### src/rtl/pbr_regs.svh
// Offsets, field positions and rate constants of the pace and breath
// result registers. Assumes a 100 MHz mclk and a 32-bit register word.
//
// Contract
// - A detected flag rises at the trailing edge of its pace pulse.
// - A detected flag reads 1 if a pulse ended in this frame, else 0.
// - The 3-bit width field holds log2(width)-1 in 128 kHz samples.
// - The 4-bit height field holds log2(height) in converter steps.
// - In fast frame mode pace and amplitude words go as 16-bit halves.
// - In fast register mode the full 32-bit word is returned unsplit.
// - The breath amplitude is a 24-bit unsigned value in bits 23:0.
// - The breath angle is a 24-bit fraction of a turn, step 2pi/2^24.
// - The breath angle is never streamed, only read explicitly.
// - These registers exist only in the full-feature variant.
`ifndef PBR_REGS_SVH
`define PBR_REGS_SVH
`define PBR_ADDR_PACE       8'h1a
`define PBR_ADDR_AMPL       8'h1b
`define PBR_ADDR_ANGLE      8'h1c
`define PBR_WORD_RESET      24'h000000
`define PBR_CH1_LSB         0
`define PBR_CH2_LSB         8
`define PBR_CH3_LSB         16
`define PBR_SAMPLE_HZ       128000
`define PBR_CLK_HZ          100000000
`define PBR_SAMPLE_DIV      (`PBR_CLK_HZ / `PBR_SAMPLE_HZ)
`define PBR_WIDTH_MAX       4'h8
`endif

### src/rtl/pbr_pkg.sv
// Types shared by the pace and breath result registers.
// Assumes the constants header is included where numbers are needed.
package pbr_pkg;
    typedef struct packed {
        logic       detected;
        logic [2:0] width_log;
        logic [3:0] height_log;
    } pbr_pace_ch_t;

    typedef struct packed {
        logic [7:0] addr;
        logic       rd;
        logic       wr;
    } pbr_req_t;

    typedef enum logic [1:0] {
        PBR_OUT_IDLE  = 2'b00,
        PBR_OUT_HIGH  = 2'b01,
        PBR_OUT_LOW   = 2'b10
    } pbr_out_t;
endpackage

### src/rtl/pbr_pace_chan.sv
// One pace channel: measures a pace pulse and reports log-coded results.
// Assumes pulse_in and height_in are synchronous to mclk.
`timescale 1ns/1ps
`include "pbr_regs.svh"
module pbr_pace_chan
    import pbr_pkg::*;
(
    // Clock and reset
    input  wire logic         mclk,
    input  wire logic         reset_n,
    // Sample rate and frame events
    input  wire logic         sample_en,
    input  wire logic         frame_clr,
    // Pulse from detector
    input  wire logic         pulse_in,
    input  wire logic [15:0]  height_in,
    // Result
    output pbr_pace_ch_t      result_q
);
    logic [15:0]  width_cnt_q;
    logic [15:0]  peak_q;
    logic         pulse_q;
    pbr_pace_ch_t result_d;
    wire          trail;

    function automatic logic [3:0] floor_log2(input logic [15:0] v);
        logic [3:0] r;
        r = 4'h0;
        for (int i = 1; i < 16; i++)
        begin
            if (v[i])
            begin
                r = 4'(i);
            end
        end
        return r;
    endfunction

    assign trail = pulse_q & ~pulse_in;

    always_comb
    begin
        result_d = result_q;
        if (frame_clr)
        begin
            result_d.detected = 1'b0;
        end
        if (trail)
        begin
            result_d.detected   = 1'b1;
            result_d.width_log  = (floor_log2(width_cnt_q) == 4'h0) ? 3'h0 :
                (floor_log2(width_cnt_q) > `PBR_WIDTH_MAX) ? 3'h7 :
                3'(floor_log2(width_cnt_q) - 4'h1);
            result_d.height_log = floor_log2(peak_q);
        end
    end

    always_ff @(posedge mclk or negedge reset_n)
    begin
        if (!reset_n)
        begin
            pulse_q     <= 1'b0;
            width_cnt_q <= 16'h0000;
            peak_q      <= 16'h0000;
            result_q    <= '0;
        end
        else
        begin
            pulse_q  <= pulse_in;
            result_q <= result_d;
            if (!pulse_in)
            begin
                width_cnt_q <= 16'h0000;
                peak_q      <= 16'h0000;
            end
            else
            begin
                if (sample_en && width_cnt_q != 16'hffff)
                begin
                    width_cnt_q <= width_cnt_q + 16'h0001;
                end
                if (height_in > peak_q)
                begin
                    peak_q <= height_in;
                end
            end
        end
    end
endmodule

### src/rtl/pbr_result_regs.sv
// Pace and breath result registers with read port and frame word output.
// Assumes pace pulses, breath results and host requests are mclk-synchronous.
`timescale 1ns/1ps
`include "pbr_regs.svh"
module pbr_result_regs
    import pbr_pkg::*;
(
    // Clock and reset
    input  wire logic         mclk,
    input  wire logic         reset_n,
    // Variant and mode
    input  wire logic         full_variant,
    input  wire logic         fast_rate,
    // Frame events
    input  wire logic         frame_load,
    // Pace detector
    input  wire logic [2:0]   pace_pulse,
    input  wire logic [15:0]  pace_height,
    // Breath demodulator
    input  wire logic         breath_valid,
    input  wire logic [23:0]  breath_ampl_in,
    input  wire logic [23:0]  breath_angle_in,
    // Host register access
    input  wire pbr_req_t     host_req,
    output logic [31:0]       rd_data_q,
    output logic              rd_valid_q,
    output logic              rd_hit_q,
    // Frame stream
    input  wire logic [7:0]   frame_addr,
    input  wire logic         frame_req,
    output logic [31:0]       frame_word_q,
    output logic              frame_valid_q,
    output logic              frame_half_q
);
    pbr_pace_ch_t  ch_q [3];
    logic [23:0]   ampl_q;
    logic [23:0]   angle_q;
    logic [9:0]    div_q;
    logic          sample_en_q;
    pbr_out_t      out_st_q;
    logic [23:0]   hold_q;
    logic [7:0]    hold_addr_q;
    wire  [23:0]   pace_word;
    wire  [31:0]   frame_full;
    wire           fr_ok;
    wire           rd_ok;

    function automatic logic [31:0] pack_word(input logic [7:0] a,
                                              input logic [23:0] d);
        return {a, d};
    endfunction

    // Sample rate divider
    always_ff @(posedge mclk or negedge reset_n)
    begin
        if (!reset_n)
        begin
            div_q       <= 10'h000;
            sample_en_q <= 1'b0;
        end
        else
        begin
            sample_en_q <= (div_q == 10'(`PBR_SAMPLE_DIV - 1));
            div_q <= (div_q == 10'(`PBR_SAMPLE_DIV - 1)) ? 10'h000
                                                        : div_q + 10'h001;
        end
    end

    for (genvar c = 0; c < 3; c++)
    begin : g_ch
        pbr_pace_chan u_chan (
            .mclk      (mclk),
            .reset_n   (reset_n),
            .sample_en (sample_en_q),
            .frame_clr (frame_load),
            .pulse_in  (pace_pulse[c] & full_variant),
            .height_in (pace_height),
            .result_q  (ch_q[c])
        );
    end

    assign pace_word = {ch_q[2], ch_q[1], ch_q[0]};

    // Breath results; no write path exists
    always_ff @(posedge mclk or negedge reset_n)
    begin
        if (!reset_n)
        begin
            ampl_q  <= `PBR_WORD_RESET;
            angle_q <= `PBR_WORD_RESET;
        end
        else if (breath_valid && full_variant)
        begin
            ampl_q  <= breath_ampl_in;
            angle_q <= breath_angle_in;
        end
    end

    // Register read; writes ignored
    assign rd_ok = host_req.rd && full_variant &&
        (host_req.addr == `PBR_ADDR_PACE || host_req.addr == `PBR_ADDR_AMPL
         || host_req.addr == `PBR_ADDR_ANGLE);

    always_ff @(posedge mclk or negedge reset_n)
    begin
        if (!reset_n)
        begin
            rd_data_q  <= 32'h00000000;
            rd_valid_q <= 1'b0;
            rd_hit_q   <= 1'b0;
        end
        else
        begin
            rd_valid_q <= host_req.rd;
            rd_hit_q   <= rd_ok;
            if (!rd_ok)
            begin
                rd_data_q <= 32'h00000000;
            end
            else if (host_req.addr == `PBR_ADDR_PACE)
            begin
                // Full word in register mode
                rd_data_q <= pack_word(host_req.addr, pace_word);
            end
            else if (host_req.addr == `PBR_ADDR_AMPL)
            begin
                rd_data_q <= pack_word(host_req.addr, ampl_q);
            end
            else
            begin
                rd_data_q <= pack_word(host_req.addr, angle_q);
            end
        end
    end

    // Frame stream: angle excluded, split in halves at fast rate
    assign fr_ok = frame_req && full_variant &&
        (frame_addr == `PBR_ADDR_PACE || frame_addr == `PBR_ADDR_AMPL);
    assign frame_full = pack_word(hold_addr_q, hold_q);

    always_ff @(posedge mclk or negedge reset_n)
    begin
        if (!reset_n)
        begin
            out_st_q      <= PBR_OUT_IDLE;
            hold_q        <= 24'h000000;
            hold_addr_q   <= 8'h00;
            frame_word_q  <= 32'h00000000;
            frame_valid_q <= 1'b0;
            frame_half_q  <= 1'b0;
        end
        else
        begin
            frame_valid_q <= 1'b0;
            frame_half_q  <= 1'b0;
            unique case (out_st_q)
                PBR_OUT_IDLE:
                begin
                    if (fr_ok)
                    begin
                        hold_q      <= (frame_addr == `PBR_ADDR_PACE)
                                       ? pace_word : ampl_q;
                        hold_addr_q <= frame_addr;
                        out_st_q    <= fast_rate ? PBR_OUT_HIGH : PBR_OUT_LOW;
                    end
                end
                PBR_OUT_HIGH:
                begin
                    frame_word_q  <= {16'h0000, frame_full[31:16]};
                    frame_valid_q <= 1'b1;
                    frame_half_q  <= 1'b1;
                    out_st_q      <= PBR_OUT_LOW;
                end
                PBR_OUT_LOW:
                begin
                    frame_word_q  <= fast_rate ? {16'h0000, frame_full[15:0]}
                                               : frame_full;
                    frame_valid_q <= 1'b1;
                    out_st_q      <= PBR_OUT_IDLE;
                end
                default:
                begin
                    out_st_q <= PBR_OUT_IDLE;
                end
            endcase
        end
    end
endmodule

### config.mk
export PLATFORM = sky130hd
export DESIGN_NAME = pbr_result_regs
export DESIGN_NICKNAME = d
export VERILOG_FILES = /design/src/rtl/pbr_pkg.sv /design/src/rtl/pbr_pace_chan.sv /design/src/rtl/pbr_result_regs.sv
export VERILOG_INCLUDE_DIRS = /design/src /design/src/rtl
export SDC_FILE = /design/constraint.sdc
export NUM_CORES = 1
export LEC_CHECK = 0
export BUFFER_PORTS_ARGS = -buffer_cell sky130_fd_sc_hd__buf_2
export CAP_MARGIN = 30
export CELL_PAD_IN_SITES_DETAIL_PLACEMENT = 1
export CELL_PAD_IN_SITES_GLOBAL_PLACEMENT = 2
export CORE_MARGIN = 3
export CORE_UTILIZATION = 39
export CTS_BUF_LIST = sky130_fd_sc_hd__clkbuf_8
export DETAILED_ROUTE_END_ITERATION = 10
export PLACE_DENSITY_LB_ADDON = 0.1
export RECOVER_POWER = 25
export SLEW_MARGIN = 20
export SYNTH_ARGS = -nofsm -noshare
export SYNTH_HDL_FRONTEND = slang
export SYNTH_SLANG_ARGS = --single-unit
### constraint.sdc
create_clock -name mclk -period 2.45 [get_ports mclk]
set_input_delay 0.1225 -clock mclk [delete_from_list [all_inputs] [get_ports mclk]]
set_output_delay 0.1225 -clock mclk [all_outputs]
set_load 0.03 [all_outputs]
Yosys cells after proc, flatten, opt, wreduce, memory -nomap -nowiden

Index checks and enable logic that the tools add are counted.

Register bits after elaboration: 284
Word-level logic and storage cells: 219
Input port bits: 92
Output and inout bits: 68

Equal/unequal tests: 18
Bitwise operators: 9
Reduce and logical (&&, ||, !) cells: 21
Multiplexer cells: 127
Magnitude comparators: 6
Add/subtract/negate cells: 7

Operators by type and width:

| kind                                                                   | number |
|---|---|
| 4-bit two-way mux                                                      | 56 |
| 16-bit two-way mux                                                     | 12 |
| 3-bit two-way mux                                                      | 25 |
| 24-bit two-way mux                                                     | 3 |
| 32-bit two-way mux                                                     | 2 |
| 32-bit one-hot mux with 2 select lines                                 | 1 |
| 16-bit by 1-bit adder with 16-bit output (second input constant)       | 3 |
| 16-bit > comparator                                                    | 3 |
| 16-bit inequality test (second input constant)                         | 3 |
| 8-bit by 5-bit equality test with 1-bit output (second input constant) | 5 |
| 2-bit two-way mux                                                      | 14 |
| 8-bit two-way mux                                                      | 3 |
| 2-bit inequality test (second input constant)                          | 7 |
| 4-bit > comparator (second input constant)                             | 3 |
| 4-bit zero test                                                        | 3 |
| 10-bit by 1-bit adder with 10-bit output (second input constant)       | 1 |
| 10-bit equality test (second input constant)                           | 1 |
| 10-bit two-way mux                                                     | 1 |
| 1-bit two-way mux                                                      | 9 |
| 3-bit by 1-bit subtractor with 3-bit output (second input constant)    | 3 |
| 1-bit logical AND                                                      | 8 |
| 2-bit nonzero test                                                     | 4 |
| 1-bit AND                                                              | 6 |
| 2-bit one-hot mux with 2 select lines                                  | 1 |
| other kinds (7)                                                        | 11 |

Depth between registers and ports, before layout

Gate-level depths: netlist (run 1).

Word-level depth: 20
Gate-level depth with buffers: 11
Mapped depth without buffers: 10

Modules after synthesis

From an unflattened synthesis (run 1), not the netlist that was laid out.

Cells, all modules: 1469
Area total of the unflattened synthesis: 15223.4 µm²

By module, submodules not included:

| module          | instances | cells an instance | sequential area each (µm²) | area each (µm²) |
|---|---|---|---|---|
| pbr_pace_chan   | 3         | 322               | 1026.0                     | 2785.2 |
| pbr_result_regs | 1         | 503               | 4028.9                     | 6867.8 |

Worst setup path after synthesis (run 1)

Ideal clock, no wire load.

Path kind: flip-flop to flip-flop
From: register g_ch[1].u_chan.peak_q[15]
To: register g_ch[1].u_chan.peak_q[5]
Required time: 2.318 ns
Arrival time: 2.014 ns
Setup time: 0.132 ns
Slack: 0.304 ns
Path buffers: 2
Stages on the path, launching flop included: 10
Period minus slack after synthesis: 2.146 ns
Cell sequence: dfrtp_1 > inv_1 > ha_1 > nand4_1 > or4_1 > o31a_1 > buf_2 > buf_4 > mux2i_1 > nor2_1

Word-level cells in the longest chain between the ends: 2

Ends and longest elaborated chain:

| what                                   | RTL line            | source |
|---|---|---|
| from (decl)                            | pbr_pace_chan.sv:21 | `logic [15:0] peak_q;` |
| from (signal assigned)                 | pbr_pace_chan.sv:84 | `peak_q <= height_in;` |
| 16-bit > comparator                    | pbr_pace_chan.sv:82 | `if (height_in > peak_q)` |
| 2-bit inequality test (no source line) | n/a                 |  |

Every way passes these cells.
A chain may end at the register's enable or synchronous reset.

Worst setup path in the final report (run 1)

From: register g_ch[2].u_chan.peak_q[14]
To: register g_ch[2].u_chan.peak_q[15]

Word-level cells in the longest chain between the ends: 2

Ends and longest elaborated chain:

| what                                   | RTL line |
|---|---|
| from (decl)                            | pbr_pace_chan.sv:21 |
| from (signal assigned)                 | pbr_pace_chan.sv:84 |
| 16-bit > comparator                    | pbr_pace_chan.sv:82 |
| 2-bit inequality test (no source line) | n/a |

Every way passes these cells.

==> results.cfg, run 1 <==
[hold_path]
min_path_type = in -> reg

[final_layout]
area_growth_pct = 24.0
final_util_pct = 49.8
layout_commonest_cell = dfrtp_1
regArea_um2 = 7110
drive_above_1_share_pct = 20.9
n_fill_cell = 3924
final_cell_mix = dfrtp_1 (284), buf_2 (155), nor2_1 (147), mux2i_1 (101), nand2_1 (98)
finalNetCount = 1776
multi_input_area_um2 = 6300

[power_and_ir_drop]
p_total_mw = 12.6
ir_drop_uv = 569
p_leak_nw = 8.09
powerDensity_nw_per_um2 = 725

[timing]
finalCriticalPeriod_ns = 2.28
worst_slew_pin_slew_ns = 1.84
drv_slew = 125
relSlewSlack_pct = -22.7
setup_viol = 0
layout_setup_ws_ns = 0.169
finalSetupTns_ns = 0
timing.fmax_ghz = 0.438
hold_viol = 0
period_share_pct = 93.1
fin_worst_skew_ns = 0.0332

[worst_setup_path]
startpoint_type = register
cp.required_ns = 2.87
cpPeakStageDelay_ns = 0.56
arrival_ns = 2.70
worst-setup-path-type = reg -> reg
crit_slowest_cell = or4_1
cp_cell_sequence = inv_1 > ha_1 > nand4_1 > or4_1 > o31a_1 > buf_12 > mux2i_1 > nor2_1
end_kind = register
worstPathMaxFanout = 15

[synthesis]
syn_area_um2 = 14100
ys_top_cells_by_area = dfrtp_1 (51%), mux2i_1 (7.2%), ha_1 (5.2%)
synth.yosys.seq_area_share_pct = 50.5
synthCells = 1364
synth_largest_area_cell = dfrtp_1
ys.flop_type = dfrtp_1
synthArstFlopShare_pct = 100
synth_cell_types = 67
synth_edf_count = 0
synth_top_area_share_pct = 50.5
ys_ff_latch = 284
syn_area_per_cell_um2 = 10.3
ys_warn_count = 0

[cts]
numCtsBuffers = 51
clock-root-buffer = clkbuf_8
htree_levels = 2
cts_tree = yes
cts_num_sinks = 284
cts_buffer_depth = 3
clk_latency_ns = 0.63
clk_pin_slew_ns = 0.06

[die]
ios = 160
die_area_um2 = 38400
coreArea_um2 = 35100
initial_core_util_pct = 40.1
fp.dieW_um = 196
rows = 68
die_y_um = 196

[global_routing]
grt_first_pass_wirelength_um = 65300
grt_pass1_vias = 11700
grtUsageTotal_pct = 21.2
antenna_found_initial = 2
grt_max_degree = 75
grt_overflow = 0

[routing]
route.detailed.drc = 0
post_drt_wl_per_cell_um = 19.1
vias = 11000
viasPerCell = 5.18
first_iter_violations = 377
antenna_left = 0
wl_um = 40500
drtPass1Iterations = 4

[run]
max_cap_violations = 3

[outcome]
status = complete, but fails checks
violations = max-capacitance violations, max-slew violations

[placement]
dp_hpwl_um = 28700
port_buffers = 158
place_ws_ns = 0.0528
gp_congestion = 0.804
[metal layers]
metal  vias to the layer above  routed length (µm)  part of all wire [%]  GRT usage, %
li1                       5313                   -                     -             -
met1                      5443               19100                    47          29.4
met2                       189               19000                    47          34.4
met3                        53                1590                   3.9          3.59
met4                         0                 710                   1.8          5.97
met5                         -                   0                     0             0
[sequential cells by signal (all words and copies together), names as in the netlist, 2 cells and up]
register and cells:
angle_q 24, g_ch.u_chan.pulse_q 3, hold_q 24, rd_data_q 32, hold_addr_q 8, g_ch.u_chan.peak_q 48, g_ch.u_chan.width_cnt_q 48, g_ch.u_chan.result_q 24
frame_word_q 32, ampl_q 24, out_st_q 2, div_q 10
[cell type report]
type                    instances  area share [%]
diodes                          1          0.0143
repair buffers                272            11.1
multi-input cells             923            36.1
flip-flops and latches        284            40.7
clock buffers                  69            5.44
clock inverters                26            1.22
well taps                     455            3.26
inverters                      93            2.08
[Yosys cell counts, types with 6 or more instances]
master and count:
o21ai_0 55, nor3_1 31, nand2b_1 9, nand4_1 33
nand2_1 100, o31a_1 6, nor2b_1 10, a21o_1 7
nand3_1 29, and2_1 15, nor2_1 148, xor2_1 18
and3_1 12, o21ai_1 29, a211oi_1 33, buf_2 12
inv_1 89, xnor2_1 24, clkbuf_1 45, ha_1 59
a22o_1 15, a21oi_1 56, dfrtp_1 284, mux2i_1 101
o21bai_1 6, and4_1 6, mux2_2 48
[final timing paths]
path	startpoint	endpoint	slack [ns]	cells after the start
max reg2reg	g_ch[2].u_chan.peak_q[14]	g_ch[2].u_chan.peak_q[15]	0.17	8
min in group asynchronous	reset_n	frame_valid_q	0.54	2
max	g_ch[2].u_chan.peak_q[14]	g_ch[2].u_chan.peak_q[15]	0.17	8
min reg2reg	hold_q[0]	hold_q[0]	0.49	2
min	pace_pulse[1]	g_ch[1].u_chan.pulse_q	0.09	4
max in group asynchronous	reset_n	ampl_q[12]	0.71	3
[where the power goes]
group          switching (mW)  internal [mW]  leakage [nW]  total, mW
Clock                    2.11           2.85         0.637       4.97
Sequential              0.306           5.10          3.74       5.41
Combinational            1.38          0.883          3.71       2.26
Total                    3.80           8.84          8.09       12.6
[through the flow]
step	area, µm²	hold slack [ns]	cells
floorplan	14100	-0.173	1366
global placement	15500	0.124	1951
detailed placement	15500	0.124	1952
CTS	17500	0.0287	2122
global route	17400	0.108	2122
finish	17400	0.0947	2123
[worst max-delay path, delay by kind of cell (launching register included)]
family                     cells  cell delay (ns)
and+or+nand+nor                3             0.78
muxes                          1             0.14
AOI/OAI and AO/OA              1             0.16
DFF                            1             0.42
adders and majority gates      1             0.30
buffers and inverters          2             0.26
[what timing repair did]
action	in CTS	in global routing
resized for setup	0	5
endpoints found under the hold margin	407	0
endpoints found under the setup margin	0	17
hold buffers	75	0
setup buffers	0	0
[kinds of logic (layout without fill, tap and decap cells)]
| group | Yosys count | in the layout | share of synthesized area (%) |
|---|---|---|---|
| compound gates | 248 | 248 | 11.2 |
| buf+inv | 159 | 460 | 4.91 |
| other cells | 1 | 4 | 0.0267 |
| mux | 150 | 150 | 11.1 |
| xor+xnor | 42 | 42 | 2.62 |
| flops | 284 | 284 | 50.5 |
| fa+ha+maj | 59 | 59 | 5.25 |
| simple gates | 421 | 421 | 14.3 |
Power figures use the tool's default switching activity.
==> inputs of run 2 (changes only) <==
ABC_AREA = 1   (was not set)
CORE_UTILIZATION = 37   (was 39)
clock period = 2.27 ns   (was 2.45 ns; I/O delays follow)
==> run 2 against run 1 <==
Against the previous run:
- register-to-register slack is essentially flat
- sequential cell count is the same
- the run still ends with max-capacitance violations, max-slew violations left
- highest routed layer unchanged
- core utilization decreased by 2.4 points
- fmax increased by 8.6%
- clock power increased by 7.6%
- clock-buffer cell count rose by 1
- setup slack hardly changed
- via count rose by 15%
- hold slack got worse by 0.027 ns
- combinational power increased by 19%
- cell area is 2.8% higher
- die area rose by 6.9%
==> results.cfg, run 2 <==
[outcome]
status = complete, but fails checks
violations = max-capacitance violations, max-slew violations

[die]
fp.dieW_um = 203
initial_core_util_pct = 37.8
die_area_um2 = 41000
rows = 71
ios = 160
coreArea_um2 = 37800
die_y_um = 203

[routing]
post_drt_wl_per_cell_um = 18.5
route.detailed.drc = 0
drtPass1Iterations = 4
first_iter_violations = 511
wl_um = 45900
vias = 12600
viasPerCell = 5.09
antenna_left = 0

[synthesis]
synth_largest_area_cell = dfrtp_1
syn_area_um2 = 14300
ys_warn_count = 0
ys_top_cells_by_area = dfrtp_1 (50%), nand2_1 (8.2%), inv_1 (5.5%)
ys.flop_type = dfrtp_1
syn_area_per_cell_um2 = 8.72
ys_ff_latch = 284
synthCells = 1640
synth_cell_types = 50
synthArstFlopShare_pct = 100
yosysMostFrequentCell = nand2_1
synth_edf_count = 0
synth_common_cells = nand2_1 (313), dfrtp_1 (284), inv_1 (208)
synth_top_area_share_pct = 49.7
synth.yosys.seq_area_share_pct = 49.7

[worst_setup_path]
crit_slowest_cell = o21ai_4
end_kind = register
arrival_ns = 2.60
worstPathMaxFanout = 14
startpoint_type = register
cp.required_ns = 2.77
cp_cell_sequence = inv_1 > ha_1 > a21oi_1 > o21a_1 > o221ai_1 > o21ai_4 > nor2_4 > buf_12 > nand2_1 > nand2_1
path_buf_inv = 2
cpLargestDelayFamily = compound AO/OA/AOI/OAI gates
worst-setup-path-type = reg -> reg
cpPeakStageDelay_ns = 0.39
crit_top_cell = nand2_1

[final_layout]
drive_above_1_share_pct = 19.9
stdcell_area_um2 = 17900
layout_commonest_cell = nand2_1
area_growth_pct = 25.4
final_util_pct = 47.4
largestRegisters = g_ch.u_chan.peak_q: 48 flops, g_ch.u_chan.width_cnt_q: 48 flops
finalNetCount = 2079
n_fill_cell = 4515
final_cell_mix = nand2_1 (310), dfrtp_1 (284), inv_1 (210), buf_2 (156), nor2_1 (121)

[power_and_ir_drop]
p_leak_nw = 8.75
p_sw_mw = 4.48
internal_power_mw = 9.52
swShare_pct = 32.0
clock_power_share_pct = 38.2
ir_drop_uv = 339
p_total_mw = 14.0
seqPwrFrac_pct = 42.5
power_frac_comb_pct = 19.3
powerDensity_nw_per_um2 = 781

[hold_path]
min_path_type = in -> reg

[timing]
finalCriticalPeriod_ns = 2.10
drv_slew = 72
rsz0062_at_grt = yes
period_share_pct = 92.5
timing.fmax_ghz = 0.476
setup_viol = 0
fin_worst_skew_ns = 0.0324
hold_ws_ns = 0.0676
hold_viol = 0
relSlewSlack_pct = -34.4
worst_slew_pin_slew_ns = 2.02

[global_routing]
grt_overflow = 0
grt_use_met2_pct = 37.6
grtUsageTotal_pct = 22.5
grt_busiest_layer = met2
grt_first_pass_wirelength_um = 74300
grt.met3_usage_pct = 3.32
grt_pass1_vias = 13500
grt_max_degree = 72
antenna_found_initial = 2
grt.met1_usage_pct = 30.3

[placement]
port_buffers = 158
place_area_um2 = 15900
gp_congestion = 0.799
dp_hpwl_um = 32100

[cts]
clk_pin_slew_ns = 0.07
cts_buffer_depth = 3
clock-root-buffer = clkbuf_8
clk_latency_ns = 0.64
htree_levels = 2
cts_num_sinks = 284
numCtsBuffers = 53
cts_tree = yes

[run]
max_cap_violations = 1
## run 2: path summary, 6_finish.rpt
path	to	depth (start not counted)	slack (ns)	start
max	g_ch[1].u_chan.peak_q[12]	10	0.17	g_ch[1].u_chan.peak_q[9]
min	rd_data_q[9]	6	0.07	host_req[7]
max reg2reg	g_ch[1].u_chan.peak_q[12]	10	0.17	g_ch[1].u_chan.peak_q[9]
min reg2reg	hold_addr_q[2]	2	0.47	hold_addr_q[2]
max in group asynchronous	g_ch[0].u_chan.width_cnt_q[6]	3	0.34	reset_n
min in group asynchronous	rd_data_q[30]	2	0.59	reset_n
## run 2: tightest hold or removal path: stages
cell     delay (ns)
buf_2          0.10
nor4_4         0.05
inv_1          0.10
nor2_4         0.13
nand3_1        0.10
a31oi_1        0.07
## run 2: layout make-up
type                       instances  area (µm²)  area share [%]
clock buffer                      70         963            5.37
antenna                            2        5.00          0.0279
multi-input combinational       1089        6190            34.6
timing repair buffer             288        2030            11.3
sequential                       284        7110            39.6
inverter                         212         798            4.45
clock inverter                    27         186            1.04
tap                              511         639            3.57
## run 2: routing by layer
layer / vias to the layer above / routed length, µm
met5: - / 0
met4: 0 / 1190
met3: 73 / 1670
met2: 243 / 21600
met1: 6212 / 21500
li1: 6101 / -
## run 2: kinds of logic (layout without fill, tap and decap cells)
group	Yosys count	count (layout)	synth area share, %
AND/OR/NAND/NOR	676	676	21.6
AO/OA/AOI/OAI	296	296	12.0
flip-flops	284	284	49.7
buffers and inverters	269	597	7.33
adder cells (fa/ha/maj)	59	59	5.16
multiplexers	48	48	3.78
XOR/XNOR	7	7	0.429
other	1	5	0.0262
## run 2: power groups by stage
stage	sequential [mW]	combinational, mW	clock, mW
after detailed placement	6.04	2.61	0
after CTS	5.96	2.73	5.55
final	5.95	2.70	5.35
after global routing	6.02	2.99	5.78
after global placement	6.02	2.54	0
after floorplan	6.39	1.18	0
## run 2: per-stage QoR
stage	instances	worst slack [ns]	TNS [ns]
2_1_floorplan	1642	0.347	0
5_1_grt	2482	-0.0756	-0.381
6_report	2483	0.169	0
3_5_place_dp	2296	0.106	0
3_3_place_gp	2296	0.135	0
4_1_cts	2474	0.0470	0
## run 2: timing repair
item / 4_1_cts / 5_1_grt
setup endpoints to repair: 0 / 39
setup buffers: 0 / 7
hold buffers: 81 / 0
gates resized for setup: 0 / 19
hold endpoints to repair: 371 / 0
